`src/logic/cpr_pkg.sv`:
```
package cpr_pkg;

  // channel count and field widths
  localparam int NUM_CH = 4;
  localparam int MODE_W = 2;
  localparam int SRC_W = 2;

  // run mode encodings
  typedef enum logic [MODE_W-1:0] {
    CPR_MODE_CONT = 2'h0,
    CPR_MODE_TRIG = 2'h1,
    CPR_MODE_TRIG_CONT = 2'h2,
    CPR_MODE_GATED = 2'h3
  } cpr_mode_t;

  // trigger source encodings; 2'h3 is unused and treated as no source
  typedef enum logic [SRC_W-1:0] {
    CPR_SRC_A = 2'h0,
    CPR_SRC_B = 2'h1,
    CPR_SRC_INT = 2'h2,
    CPR_SRC_NONE = 2'h3
  } cpr_src_t;

  // per-channel playout settings, carried as one word
  typedef struct packed {
    cpr_mode_t mode;
    cpr_src_t src;
  } cpr_cfg_t;

  // reset values
  localparam cpr_cfg_t CFG_RST = '{mode: CPR_MODE_CONT, src: CPR_SRC_A};
  localparam logic EN_RST = 1'h0;
  localparam logic RUN_RST = 1'h0;
  localparam logic GLOBAL_RST = 1'h0;

endpackage

```
`src/logic/cpr_trig_sel.sv`:
```
module cpr_trig_sel (
  input wire cpr_pkg::cpr_cfg_t cfg,
  input wire logic a_rise,
  input wire logic b_rise,
  input wire logic a_lvl,
  input wire logic b_lvl,
  input wire logic int_pulse,
  input wire logic force_a,
  input wire logic force_b,
  output logic trig_evt,
  output logic gate_lvl
);

  ////////////////////////////////////////////////////////////////////////
  // source decode
  wire logic sel_a;
  wire logic sel_b;
  wire logic sel_int;
  wire logic is_cont;
  wire logic is_gated;

  assign is_cont = (cfg.mode == cpr_pkg::CPR_MODE_CONT);
  assign is_gated = (cfg.mode == cpr_pkg::CPR_MODE_GATED);
  assign sel_a = !is_cont && (cfg.src == cpr_pkg::CPR_SRC_A);
  assign sel_b = !is_cont && (cfg.src == cpr_pkg::CPR_SRC_B);
  assign sel_int = !is_cont && !is_gated && (cfg.src == cpr_pkg::CPR_SRC_INT);

  ////////////////////////////////////////////////////////////////////////
  // event and gate outputs
  wire logic ev_a;
  wire logic ev_b;

  assign ev_a = sel_a && (a_rise || force_a);
  assign ev_b = sel_b && (b_rise || force_b);
  assign trig_evt = ev_a || ev_b || (sel_int && int_pulse);
  // level of the chosen external input; low for any other setting
  assign gate_lvl = is_gated && ((sel_a && a_lvl) || (sel_b && b_lvl));

endmodule

```
`src/logic/cpr_chan_fsm.sv`:
```
module cpr_chan_fsm (
  input wire logic clk,
  input wire logic rst_b,
  input wire cpr_pkg::cpr_mode_t mode,
  input wire logic run,
  input wire logic trig_evt,
  input wire logic gate_lvl,
  input wire logic wave_end,
  output logic playout
);

  typedef enum logic [2:0] {
    ST_IDLE,
    ST_ARMED,
    ST_ONE,
    ST_CONT,
    ST_GATE
  } cpr_state_t;

  cpr_state_t state_reg;
  cpr_state_t state_next;
  logic playout_reg;
  logic playout_next;

  ////////////////////////////////////////////////////////////////////////
  // next state; dropping run always returns to idle
  always_comb begin
    state_next = state_reg;
    case (state_reg)
      ST_IDLE: begin
        if (run) begin
          case (mode)
            cpr_pkg::CPR_MODE_CONT: state_next = ST_CONT;
            cpr_pkg::CPR_MODE_GATED: state_next = ST_GATE;
            default: state_next = ST_ARMED;
          endcase
        end
      end
      ST_ARMED: begin
        if (!run) begin
          state_next = ST_IDLE;
        end else if (trig_evt) begin
          if (mode == cpr_pkg::CPR_MODE_TRIG_CONT) begin
            state_next = ST_CONT;
          end else begin
            state_next = ST_ONE;
          end
        end
      end
      ST_ONE: begin
        if (!run) begin
          state_next = ST_IDLE;
        end else if (wave_end) begin
          state_next = ST_ARMED;
        end
      end
      ST_CONT: begin
        if (!run) begin
          state_next = ST_IDLE;
        end
      end
      ST_GATE: begin
        if (!run) begin
          state_next = ST_IDLE;
        end
      end
      default: state_next = ST_IDLE;
    endcase
  end

  assign playout_next = (state_next == ST_ONE) ||
                        (state_next == ST_CONT) ||
                        ((state_next == ST_GATE) && gate_lvl);

  // state and registered playout level
  always_ff @(posedge clk or negedge rst_b) begin
    if (!rst_b) begin
      state_reg <= ST_IDLE;
      playout_reg <= 1'h0;
    end else begin
      state_reg <= state_next;
      playout_reg <= playout_next;
    end
  end

  assign playout = playout_reg;

endmodule

```
`src/logic/cpr_run_ctrl.sv`:
```
module cpr_run_ctrl #(
  parameter int NUM_CH = cpr_pkg::NUM_CH
) (
  input wire logic clk,
  input wire logic rst_b,
  input wire cpr_pkg::cpr_cfg_t [NUM_CH-1:0] cfg_wdata,
  input wire logic [NUM_CH-1:0] cfg_wr,
  input wire logic [NUM_CH-1:0] sync_mask,
  input wire logic [NUM_CH-1:0] seq_assigned,
  input wire logic [NUM_CH-1:0] res_valid,
  input wire logic [NUM_CH-1:0] play_req,
  input wire logic [NUM_CH-1:0] stop_req,
  input wire logic [NUM_CH-1:0] ch_on_req,
  input wire logic [NUM_CH-1:0] ch_off_req,
  input wire logic global_on_req,
  input wire logic global_off_req,
  input wire logic trig_a,
  input wire logic trig_b,
  input wire logic int_trig,
  input wire logic force_a_req,
  input wire logic force_b_req,
  input wire logic [NUM_CH-1:0] wave_end,
  output cpr_pkg::cpr_cfg_t [NUM_CH-1:0] cfg_rdata,
  output logic [NUM_CH-1:0] cfg_reject,
  output logic [NUM_CH-1:0] playout,
  output logic [NUM_CH-1:0] run_state,
  output logic [NUM_CH-1:0] out_connect,
  output logic [NUM_CH-1:0] conn_led,
  output logic knob_led,
  output logic global_en
);

  ////////////////////////////////////////////////////////////////////////
  // external trigger edge detection, shared by all channels

  logic trig_a_reg;
  logic trig_b_reg;
  wire logic a_rise;
  wire logic b_rise;

  // previous level; inputs are already in this clock domain
  always_ff @(posedge clk or negedge rst_b) begin
    if (!rst_b) begin
      trig_a_reg <= 1'h0;
      trig_b_reg <= 1'h0;
    end else begin
      trig_a_reg <= trig_a;
      trig_b_reg <= trig_b;
    end
  end

  assign a_rise = trig_a && !trig_a_reg;
  assign b_rise = trig_b && !trig_b_reg;

  ////////////////////////////////////////////////////////////////////////
  // settings write with sync coupling

  // a write to any synced channel reaches every synced channel
  wire logic [NUM_CH-1:0] sync_wr;
  wire logic any_sync_wr;
  cpr_pkg::cpr_cfg_t sync_data;

  assign sync_wr = cfg_wr & sync_mask;
  assign any_sync_wr = |sync_wr;

  // lowest written synced channel wins when several write at once
  always_comb begin
    sync_data = cpr_pkg::CFG_RST;
    for (int k = NUM_CH - 1; k >= 0; k--) begin
      if (sync_wr[k]) begin
        sync_data = cfg_wdata[k];
      end
    end
  end

  ////////////////////////////////////////////////////////////////////////
  // per-channel settings, enable, run state and playout

  // global indication: set by global on, cleared by any off request
  wire logic any_off;
  wire logic global_next;
  logic global_reg;
  logic knob_reg;

  assign any_off = |ch_off_req;
  assign global_next = (global_on_req && !any_off && !global_off_req) ? 1'h1
                     : (any_off || global_off_req) ? 1'h0
                     : global_reg;

  genvar i;
  generate
    for (i = 0; i < NUM_CH; i++) begin : g_ch
      wire logic own_wr;
      wire logic do_wr;
      cpr_pkg::cpr_cfg_t wr_data;
      wire logic bad_combo;
      wire logic wr_ok;
      cpr_pkg::cpr_cfg_t cfg_reg;
      cpr_pkg::cpr_cfg_t cfg_next;
      logic reject_reg;
      cpr_pkg::cpr_cfg_t cfg_eff;
      logic run_reg;
      wire logic run_next;
      logic en_reg;
      wire logic en_next;
      wire logic run_ok;
      wire logic evt;
      wire logic gate;

      // synced channels take the shared word
      assign own_wr = cfg_wr[i] && !sync_mask[i];
      assign do_wr = own_wr || (sync_mask[i] && any_sync_wr);
      assign wr_data = own_wr ? cfg_wdata[i] : sync_data;

      assign bad_combo = (wr_data.mode == cpr_pkg::CPR_MODE_GATED) &&
                         (wr_data.src == cpr_pkg::CPR_SRC_INT);
      assign wr_ok = do_wr && !bad_combo;
      assign cfg_next = wr_ok ? wr_data : cfg_reg;

      // settings register and one-cycle refusal pulse
      always_ff @(posedge clk or negedge rst_b) begin
        if (!rst_b) begin
          cfg_reg <= cpr_pkg::CFG_RST;
          reject_reg <= 1'h0;
        end else begin
          cfg_reg <= cfg_next;
          reject_reg <= do_wr && bad_combo;
        end
      end

      always_comb begin
        cfg_eff = cfg_reg;
        if (seq_assigned[i]) begin
          cfg_eff.mode = cpr_pkg::CPR_MODE_CONT;
        end
      end

      assign run_ok = run_reg && res_valid[i];

      // playing/stopped per channel
      // play beats stop in the same cycle; invalid resource forces stop
      assign run_next = !res_valid[i] ? 1'h0
                      : play_req[i] ? 1'h1
                      : stop_req[i] ? 1'h0
                      : run_reg;

      // global on sets all
      // off requests win so the global flag and the channels stay in step
      assign en_next = (ch_off_req[i] || global_off_req) ? 1'h0
                     : (ch_on_req[i] || global_on_req) ? 1'h1
                     : en_reg;

      always_ff @(posedge clk or negedge rst_b) begin
        if (!rst_b) begin
          run_reg <= cpr_pkg::RUN_RST;
          en_reg <= cpr_pkg::EN_RST;
        end else begin
          run_reg <= run_next;
          en_reg <= en_next;
        end
      end

      cpr_trig_sel u_trig (
        .cfg(cfg_eff),
        .a_rise(a_rise),
        .b_rise(b_rise),
        .a_lvl(trig_a),
        .b_lvl(trig_b),
        .int_pulse(int_trig),
        .force_a(force_a_req),
        .force_b(force_b_req),
        .trig_evt(evt),
        .gate_lvl(gate)
      );

      // playout ignores enable
      // position keeps moving while off, so enabling resumes mid-waveform
      cpr_chan_fsm u_fsm (
        .clk(clk),
        .rst_b(rst_b),
        .mode(cfg_eff.mode),
        .run(run_ok),
        .trig_evt(evt),
        .gate_lvl(gate),
        .wave_end(wave_end[i]),
        .playout(playout[i])
      );

      assign cfg_rdata[i] = cfg_reg;
      assign cfg_reject[i] = reject_reg;
      assign run_state[i] = run_reg;
      assign out_connect[i] = en_reg;
      assign conn_led[i] = en_reg;
    end
  endgenerate

  ////////////////////////////////////////////////////////////////////////
  // global flag and knob lighting

  wire logic knob_next;

  assign knob_next = |out_connect_next_vec(ch_off_req, global_off_req,
                                           ch_on_req, global_on_req,
                                           out_connect);

  // next enable vector, same priority as the per-channel enables
  function automatic logic [NUM_CH-1:0] out_connect_next_vec(
    input logic [NUM_CH-1:0] offs,
    input logic goff,
    input logic [NUM_CH-1:0] ons,
    input logic gon,
    input logic [NUM_CH-1:0] cur
  );
    logic [NUM_CH-1:0] r;
    r = cur;
    for (int k = 0; k < NUM_CH; k++) begin
      if (offs[k] || goff) begin
        r[k] = 1'h0;
      end else if (ons[k] || gon) begin
        r[k] = 1'h1;
      end
    end
    return r;
  endfunction

  // registered so the lamp changes with the channel enables
  always_ff @(posedge clk or negedge rst_b) begin
    if (!rst_b) begin
      global_reg <= cpr_pkg::GLOBAL_RST;
      knob_reg <= 1'h0;
    end else begin
      global_reg <= global_next;
      knob_reg <= knob_next;
    end
  end

  assign global_en = global_reg;
  assign knob_led = knob_reg;

endmodule

```
`config.mk`:
```
export PLATFORM = sky130hd
export DESIGN_NAME = cpr_run_ctrl
export DESIGN_NICKNAME = d
export VERILOG_FILES = /design/src/logic/cpr_pkg.sv /design/src/logic/cpr_trig_sel.sv /design/src/logic/cpr_chan_fsm.sv /design/src/logic/cpr_run_ctrl.sv
export SDC_FILE = /design/constraint.sdc
export NUM_CORES = 1
export LEC_CHECK = 0
export ABC_AREA = 1
export BUFFER_PORTS_ARGS = -buffer_cell sky130_fd_sc_hd__buf_2
export CAP_MARGIN = 20
export CELL_PAD_IN_SITES_DETAIL_PLACEMENT = 1
export CELL_PAD_IN_SITES_GLOBAL_PLACEMENT = 2
export CORE_AREA = 2 2 107 109
export CTS_BUF_LIST = sky130_fd_sc_hd__clkbuf_4
export DETAILED_ROUTE_END_ITERATION = 7
export DIE_AREA = 0 0 109 111
export PLACE_DENSITY = 0.88
export SLEW_MARGIN = 5
export SYNTH_ARGS = -nofsm -noshare
export SYNTH_HDL_FRONTEND = slang
export SYNTH_SLANG_ARGS = --single-unit
```
`constraint.sdc`:
```
create_clock -name clk -period 2.1 [get_ports clk]
set_input_delay 0.105 -clock clk [delete_from_list [all_inputs] [get_ports clk]]
set_output_delay 0.105 -clock clk [all_outputs]
set_load 0.01 [all_outputs]
```
# Word level (Yosys, flattened, before mapping)
# Index checks and enable logic that the tools add are counted.
[op_classes] mul=0 n_addsub=0 div=0 muxes=70 n_lt_le_gt_ge=0 shifts=0 n_reduce_logical=147 bitwise_logic=1 eq_ne=56
[ops] operator="logical AND 1 bit" n=72
[ops] operator="two-way mux 3 bit" n=24
[ops] operator="equality test 3 x 2 -> 1 bit (second input constant)" n=16
[ops] operator="case mux 3 bit (4 select lines)" n=4
[ops] operator="equality test 2 bit (second input constant)" n=20
[ops] operator="logical OR 1 bit" n=35
[ops] operator="two-way mux 4 bit" n=8
[ops] operator="two-way mux 1 bit" n=26
[ops] operator="equality test 3 bit (second input constant)" n=8
[ops] operator="case mux 3 bit (2 select lines)" n=4
[ops] operator="logical NOT 1 bit" n=20
[ops] operator="logical NOT 2 bit" n=8
[ops] operator="equality test 3 x 1 -> 1 bit (second input constant)" n=4
[ops] operator="logical NOT 3 bit" n=4
[ops] operator="inequality test 3 x 1 -> 1 bit (second input constant)" n=4
[ops] operator="OR reduction 4 bit" n=3
[ops] operator="equality test 2 x 1 -> 1 bit (second input constant)" n=4
[ops] operator="two-way mux 2 bit" n=4
[ops] operator="OR reduction 2 bit" n=4
[ops] operator="bitwise AND 4 bit" n=1
[ops] operator="nonzero test 2 bit" n=1
[word_totals] mem_bits_rw=0 latchBits=0 inputBits=61 mem_bits_ro=0 regBits=48 out_inout_bits=38 n_memories=0 wordCells=306

# Longest topological paths before layout
[logic_depth] depth_word=13 depth_mapped=12 ltp_nobuf=12

# By module
# From an unflattened synthesis, not the netlist that was laid out.
[hier_totals] hier_cells=521 hier_area_um2=3621.0
[modules_own_cells] mod="cpr_run_ctrl" cells_per_inst=305 seq_area_each_um2=800.8 area_each_um2=2174.6 n_inst=1
[modules_own_cells] mod="cpr_chan_fsm" cells_per_inst=36 seq_area_each_um2=100.1 area_each_um2=247.7 n_inst=4
[modules_own_cells] mod="cpr_trig_sel" cells_per_inst=18 seq_area_each_um2=0.0 area_each_um2=113.9 n_inst=4

# Worst setup path before layout
# No wires, ideal clock.
[synth_path] kind="reg-to-reg" from="reg g_ch[0].cfg_reg, in the netlist cfg_rdata[2]" to="reg g_ch[0].u_fsm.playout_reg" stages_incl_launch_ff=12 setup_time_ns=0.117 t_required_ns=1.983 arrival_ns=1.347 path_slack_ns=0.636 period_less_slack_ns=1.464 path_buffers=0 path_cell_list="dfrtp_1 -> nand2_1 -> inv_1 -> ha_1 -> nand4_1 -> nand3_1 -> nand2_1 -> nand2_1 -> nand2_1 -> inv_1 -> nand2_1 -> nand2_1"
[synth_via] elab_chain_len=13 elab_cells_between_ends=31 cone_classes="eq/ne: 5; mux: 7; reduce/logical: 19"
[synth_lines] element="start, declared" line_no="cpr_run_ctrl.sv:98" rtl="cpr_pkg::cpr_cfg_t cfg_reg;"
[synth_lines] element="start signal, assigned" line_no="cpr_run_ctrl.sv:123" rtl="cfg_reg <= cpr_pkg::CFG_RST;"
[synth_lines] element="start signal, assigned" line_no="cpr_run_ctrl.sv:126" rtl="cfg_reg <= cfg_next;"
[synth_lines] element="two-way mux 2 bit (*)" line_no="cpr_run_ctrl.sv:133" rtl="if (seq_assigned[i]) begin"
[synth_lines] element="equality test 2 bit / logical NOT 2 bit (equally long branches)" line_no="cpr_trig_sel.sv:23, cpr_chan_fsm.sv:32, cpr_trig_sel.sv:22"
[synth_lines] element="logical NOT 1 bit, on equally long branches" line_no="cpr_trig_sel.sv:26, cpr_trig_sel.sv:24, cpr_trig_sel.sv:25"
[synth_lines] element="logical AND 1 bit, on equally long branches" line_no="cpr_trig_sel.sv:26, cpr_trig_sel.sv:24, cpr_trig_sel.sv:25"
[synth_lines] element="logical AND 1 bit, on equally long branches" line_no="cpr_trig_sel.sv:26, cpr_trig_sel.sv:33, cpr_trig_sel.sv:34"
[synth_lines] element="logical AND 1 bit / logical OR 1 bit (equally long branches)" line_no="cpr_trig_sel.sv:35" rtl="assign trig_evt = ev_a || ev_b || (sel_int && int_pulse);"
[synth_lines] element="logical OR 1 bit" line_no="cpr_trig_sel.sv:35"
[synth_lines] element="two-way mux 3 bit" line_no="cpr_chan_fsm.sv:42" rtl="end else if (trig_evt) begin"
[synth_lines] element="two-way mux 3 bit" line_no="cpr_chan_fsm.sv:40" rtl="if (!run) begin"
[synth_lines] element="case mux 3 bit (4 select lines) (*)" line_no="cpr_chan_fsm.sv:29" rtl="case (state_reg)"
[synth_lines] element="via g_ch[0].u_fsm.state_next[1]" line_no="cpr_chan_fsm.sv:21" rtl="cpr_state_t state_next;"
[synth_lines] element="equality test 3 x 2 -> 1 bit (tied with other cells)" line_no="cpr_chan_fsm.sv:71" rtl="assign playout_next = (state_next == ST_ONE) ||"
[synth_lines] element="logical OR 1 bit / logical AND 1 bit (equally long branches)" line_no="cpr_chan_fsm.sv:71, cpr_chan_fsm.sv:73"
[synth_lines] element="logical OR 1 bit (*)" line_no="cpr_chan_fsm.sv:72" rtl="(state_next == ST_CONT) ||"
[synth_lines] element="via g_ch[0].u_fsm.playout_next" line_no="cpr_chan_fsm.sv:23" rtl="logic playout_next;"
[synth_lines] element="end signal, assigned" line_no="cpr_chan_fsm.sv:82" rtl="playout_reg <= playout_next;"
[synth_lines] element="end, declared" line_no="cpr_chan_fsm.sv:22" rtl="logic playout_reg;"
# The timed path passes the listed nets; every way through them passes the cells marked *.
# A chain may end at the register's enable or synchronous reset.

# Worst setup path after layout
[layout_path] from="in ch_off_req[0]" to="reg g_ch[0].en_reg"
[layout_via] elab_chain_len=2
[layout_lines] element="start, declared" line_no="cpr_run_ctrl.sv:14" rtl="input wire logic [NUM_CH-1:0] ch_off_req,"
[layout_lines] element="logical OR 1 bit" line_no="cpr_run_ctrl.sv:149" rtl="assign en_next = (ch_off_req[i] || global_off_req) ? 1'h0"
[layout_lines] element="two-way mux 1 bit"
[layout_lines] element="via g_ch[0].en_next" line_no="cpr_run_ctrl.sv:105" rtl="wire logic en_next;"
[layout_lines] element="end signal, assigned" line_no="cpr_run_ctrl.sv:156" rtl="en_reg <= cpr_pkg::EN_RST;"
[layout_lines] element="end signal, assigned" line_no="cpr_run_ctrl.sv:159" rtl="en_reg <= en_next;"
[layout_lines] element="end, declared" line_no="cpr_run_ctrl.sv:104" rtl="logic en_reg;"
# The timed path passes the listed nets, and every way through them passes these cells.

==> impl_metrics.py <==
metrics = {
    "detailed_routing": {
        "first_pass_iters": 4,
        "routedWlPerCell_um": 13.0,
        "vias": 3307,
        "drc": 0,
        "drt.antenna.violating_nets": 0,
        "drt_iter0_drc": 99,
        "viasPerCell": 4.57,
        "routed_wirelength_um": 9430,
    },
    "setup_path": {
        "cp.required_ns": 2.41,
        "critPathKind": "in -> reg",
        "cp-start-kind": "input pin",
        "crit_path_start": "ch_off_req[0]",
        "crit_fanout": 2,
        "arrival_ns": 2.38,
        "end_kind": "register",
        "reg2reg_from": "cfg_rdata[2]$_DFFE_PN0P_",
    },
    "synthesis": {
        "synth_area_um2": 3320,
        "synthFlopType": "dfrtp_1",
        "synth_top_area_share_pct": 36.2,
        "synth.distinct_cells": 32,
        "yosys_warnings": 0,
        "yosysTopAreaCell": "dfrtp_1",
        "synthCells": 474,
        "yosys-top-cells-area": "dfrtp_1 36%, nand2_1 13%, inv_1 11%",
        "synth_nets": 548,
        "synth.most_common_cell": "nand2_1",
        "ys_seq_area_share_pct": 36.2,
        "syn_avg_cell_area_um2": 7.01,
        "ys_ff_latch": 48,
        "synth_common_cells": "114 x nand2_1, 93 x inv_1, 56 x nand3_1, 48 x dfrtp_1, 29 x nor2_1",
        "synth-edff-count": 0,
        "synth-async-reset-ratio_pct": 100,
    },
    "cts": {
        "cts_resized": 0,
        "cts_root_buffer": "clkbuf_4",
        "cts_made_buffers": 5,
        "cts_setup_buffers": 0,
        "cts_tree": "done",
        "clk_pin_slew_worst_paths_ns": 0.13,
        "cts_max_level": 2,
        "cts.sinks": 48,
        "clock_latency_ns": 0.37,
        "max-clock-path-buffers": 2,
        "cts_hold_buf": 17,
    },
    "power": {
        "vdd_ir_drop_max_mv": 0.198,
        "p_leak_uw": 0.00245,
        "power_uw": 2340,
        "powerDensity_nw_per_um2": 573,
    },
    "placed_design": {
        "portBuffers": 98,
        "dp_hpwl_um": 7740,
        "placed_cell_area_um2": 3850,
        "pre_cts_ws_ns": 0.504,
        "gp_congestion": 0.870,
    },
    "sta": {
        "setup_tns_ns": 0,
        "fmax_mhz": 484,
        "fin_crit_ns": 2.07,
        "worst_slack_ns": 0.0343,
        "finalHoldViolCount": 0,
        "drv_slew": 0,
        "slew_headroom_pct": 53.7,
        "rsz0062_at_grt": "no",
        "skew_ns": 0.0100,
        "period_share_pct": 98.4,
        "setup_viol": 0,
        "worstMarginPinSlew_ns": 0.695,
    },
    "floorplanning": {
        "die-area_um2": 12100,
        "std_cell_rows": 39,
        "start_util_pct": 30.0,
        "die_x_um": 109,
        "coreArea_um2": 11100,
        "io_pins": 99,
        "die_y_um": 111,
    },
    "run_status": {
        "status": "finished, final reports clean",
    },
    "final_layout": {
        "area_growth_pct": 23.0,
        "multi_input_area_um2": 1620,
        "largest_register_ffs": 16,
        "nNetsFinal": 652,
        "finalInstanceArea_um2": 4080,
        "final_util_pct": 36.9,
        "post_route_cells_drive_above_1_share_pct": 23.3,
        "fillCellCount": 1431,
        "final-seq-area_um2": 1200,
    },
    "job": {
        "drv_cap": 0,
    },
    "min_path": {
        "hp-start": "sync_mask[0]",
        "holdCritPathClass": "in -> reg",
    },
    "global_routing": {
        "track_usage_pct": 16.0,
        "overflow": 0,
        "antenna_found_initial": 0,
        "grt_pass1_vias": 3351,
        "grt_max_degree": 30,
        "grt_first_pass_wirelength_um": 15500,
    },
}
-- worst max-delay path, cell delays in order --
cell and delay [ns]:
dlygate4sd3_1 0.53, buf_2 0.12, or2_2 0.28, dlygate4sd3_1 0.56, a31oi_1 0.20, dlygate4sd3_1 0.58
-- final timing paths --
check / endpoint / cells past startpoint / slack [ns]
worst max-delay path: g_ch[0].en_reg$_DFF_PN0_ / 6 / 0.03
worst min-delay path: g_ch[0].reject_reg$_DFF_PN0_ / 3 / 0.04
worst max register to register: g_ch[0].u_fsm.playout$_DFF_PN0_ / 9 / 0.49
worst min register to register: cfg_rdata[3]$_DFFE_PN0P_ / 2 / 0.52
max in group asynchronous: cfg_rdata[15]$_DFFE_PN0P_ / 3 / 1.17
min in group asynchronous: g_ch[2].run_reg$_DFFE_PN0P_ / 2 / 0.29
-- routing by layer --
metal  share of wire (%)  wire length, um  track usage, %  up-vias
met2                  50             4730            28.8       75
met1                  43             4070            19.0     1519
met5                   0                0               0        -
met3                 4.5              423            2.41       14
met4                 2.2              206            5.38        0
li1                    -                -               -     1699
-- power by group --
part | leakage (uW) | internal (uW) | switching (uW)
Clock | 0.0000338 | 155 | 294
Combinational | 0.00179 | 301 | 490
Sequential | 0.000623 | 1020 | 84.0
-- kinds of logic after synthesis --
logic type | after synthesis | synth area share [%]
buf+inv | 114 | 15.1
flops | 48 | 36.2
simple gates | 250 | 34.4
fa+ha+maj | 13 | 4.90
compound gates | 49 | 9.38
-- stage by stage --
stage | cells | hold slack (ns)
final | 723 | 0.0375
after global routing | 722 | 0.0254
after CTS | 722 | 0.0175
after detailed placement | 697 | 0.191
after global placement | 697 | 0.190
after floorplan | 474 | -0.191
-- area by class of cell --
| cell class | instances | area share (%) |
|---|---|---|
| multi-input combinational | 312 | 39.6 |
| sequential | 48 | 29.4 |
| timing repair buffer | 117 | 16.5 |
| inverter | 94 | 8.64 |
| tap | 143 | 4.38 |
| clock buffer | 7 | 1.29 |
| clock inverter | 1 | 0.0919 |
| antenna | 1 | 0.0613 |
-- placed cells by master (no fill, tap or decap), drive strengths merged --
| cell type | synthesis | routed |
|---|---|---|
| a21boi | 1 | 1 |
| a21oi | 12 | 12 |
| a22oi | 1 | 1 |
| a31oi | 1 | 1 |
| a32oi | 2 | 2 |
| buf | 20 | 100 |
| clkbuf | 0 | 7 |
| clkinv | 0 | 1 |
| dfrtp | 48 | 48 |
| diode | 0 | 1 |
| dlygate4sd3 | 0 | 17 |
| ha | 13 | 13 |
| inv | 94 | 94 |
| nand2 | 128 | 128 |
| nand3 | 56 | 56 |
| nand3b | 6 | 6 |
| nand4 | 18 | 18 |
| nor2 | 33 | 33 |
| nor3 | 2 | 2 |
| nor3b | 1 | 1 |
| nor4 | 1 | 1 |
| o211ai | 3 | 3 |
| o21ai | 20 | 20 |
| o21bai | 2 | 2 |
| o22ai | 1 | 1 |
| o311ai | 3 | 3 |
| o31ai | 2 | 2 |
| o41ai | 1 | 1 |
| or2 | 5 | 5 |
Power figures use the tool's default switching activity.
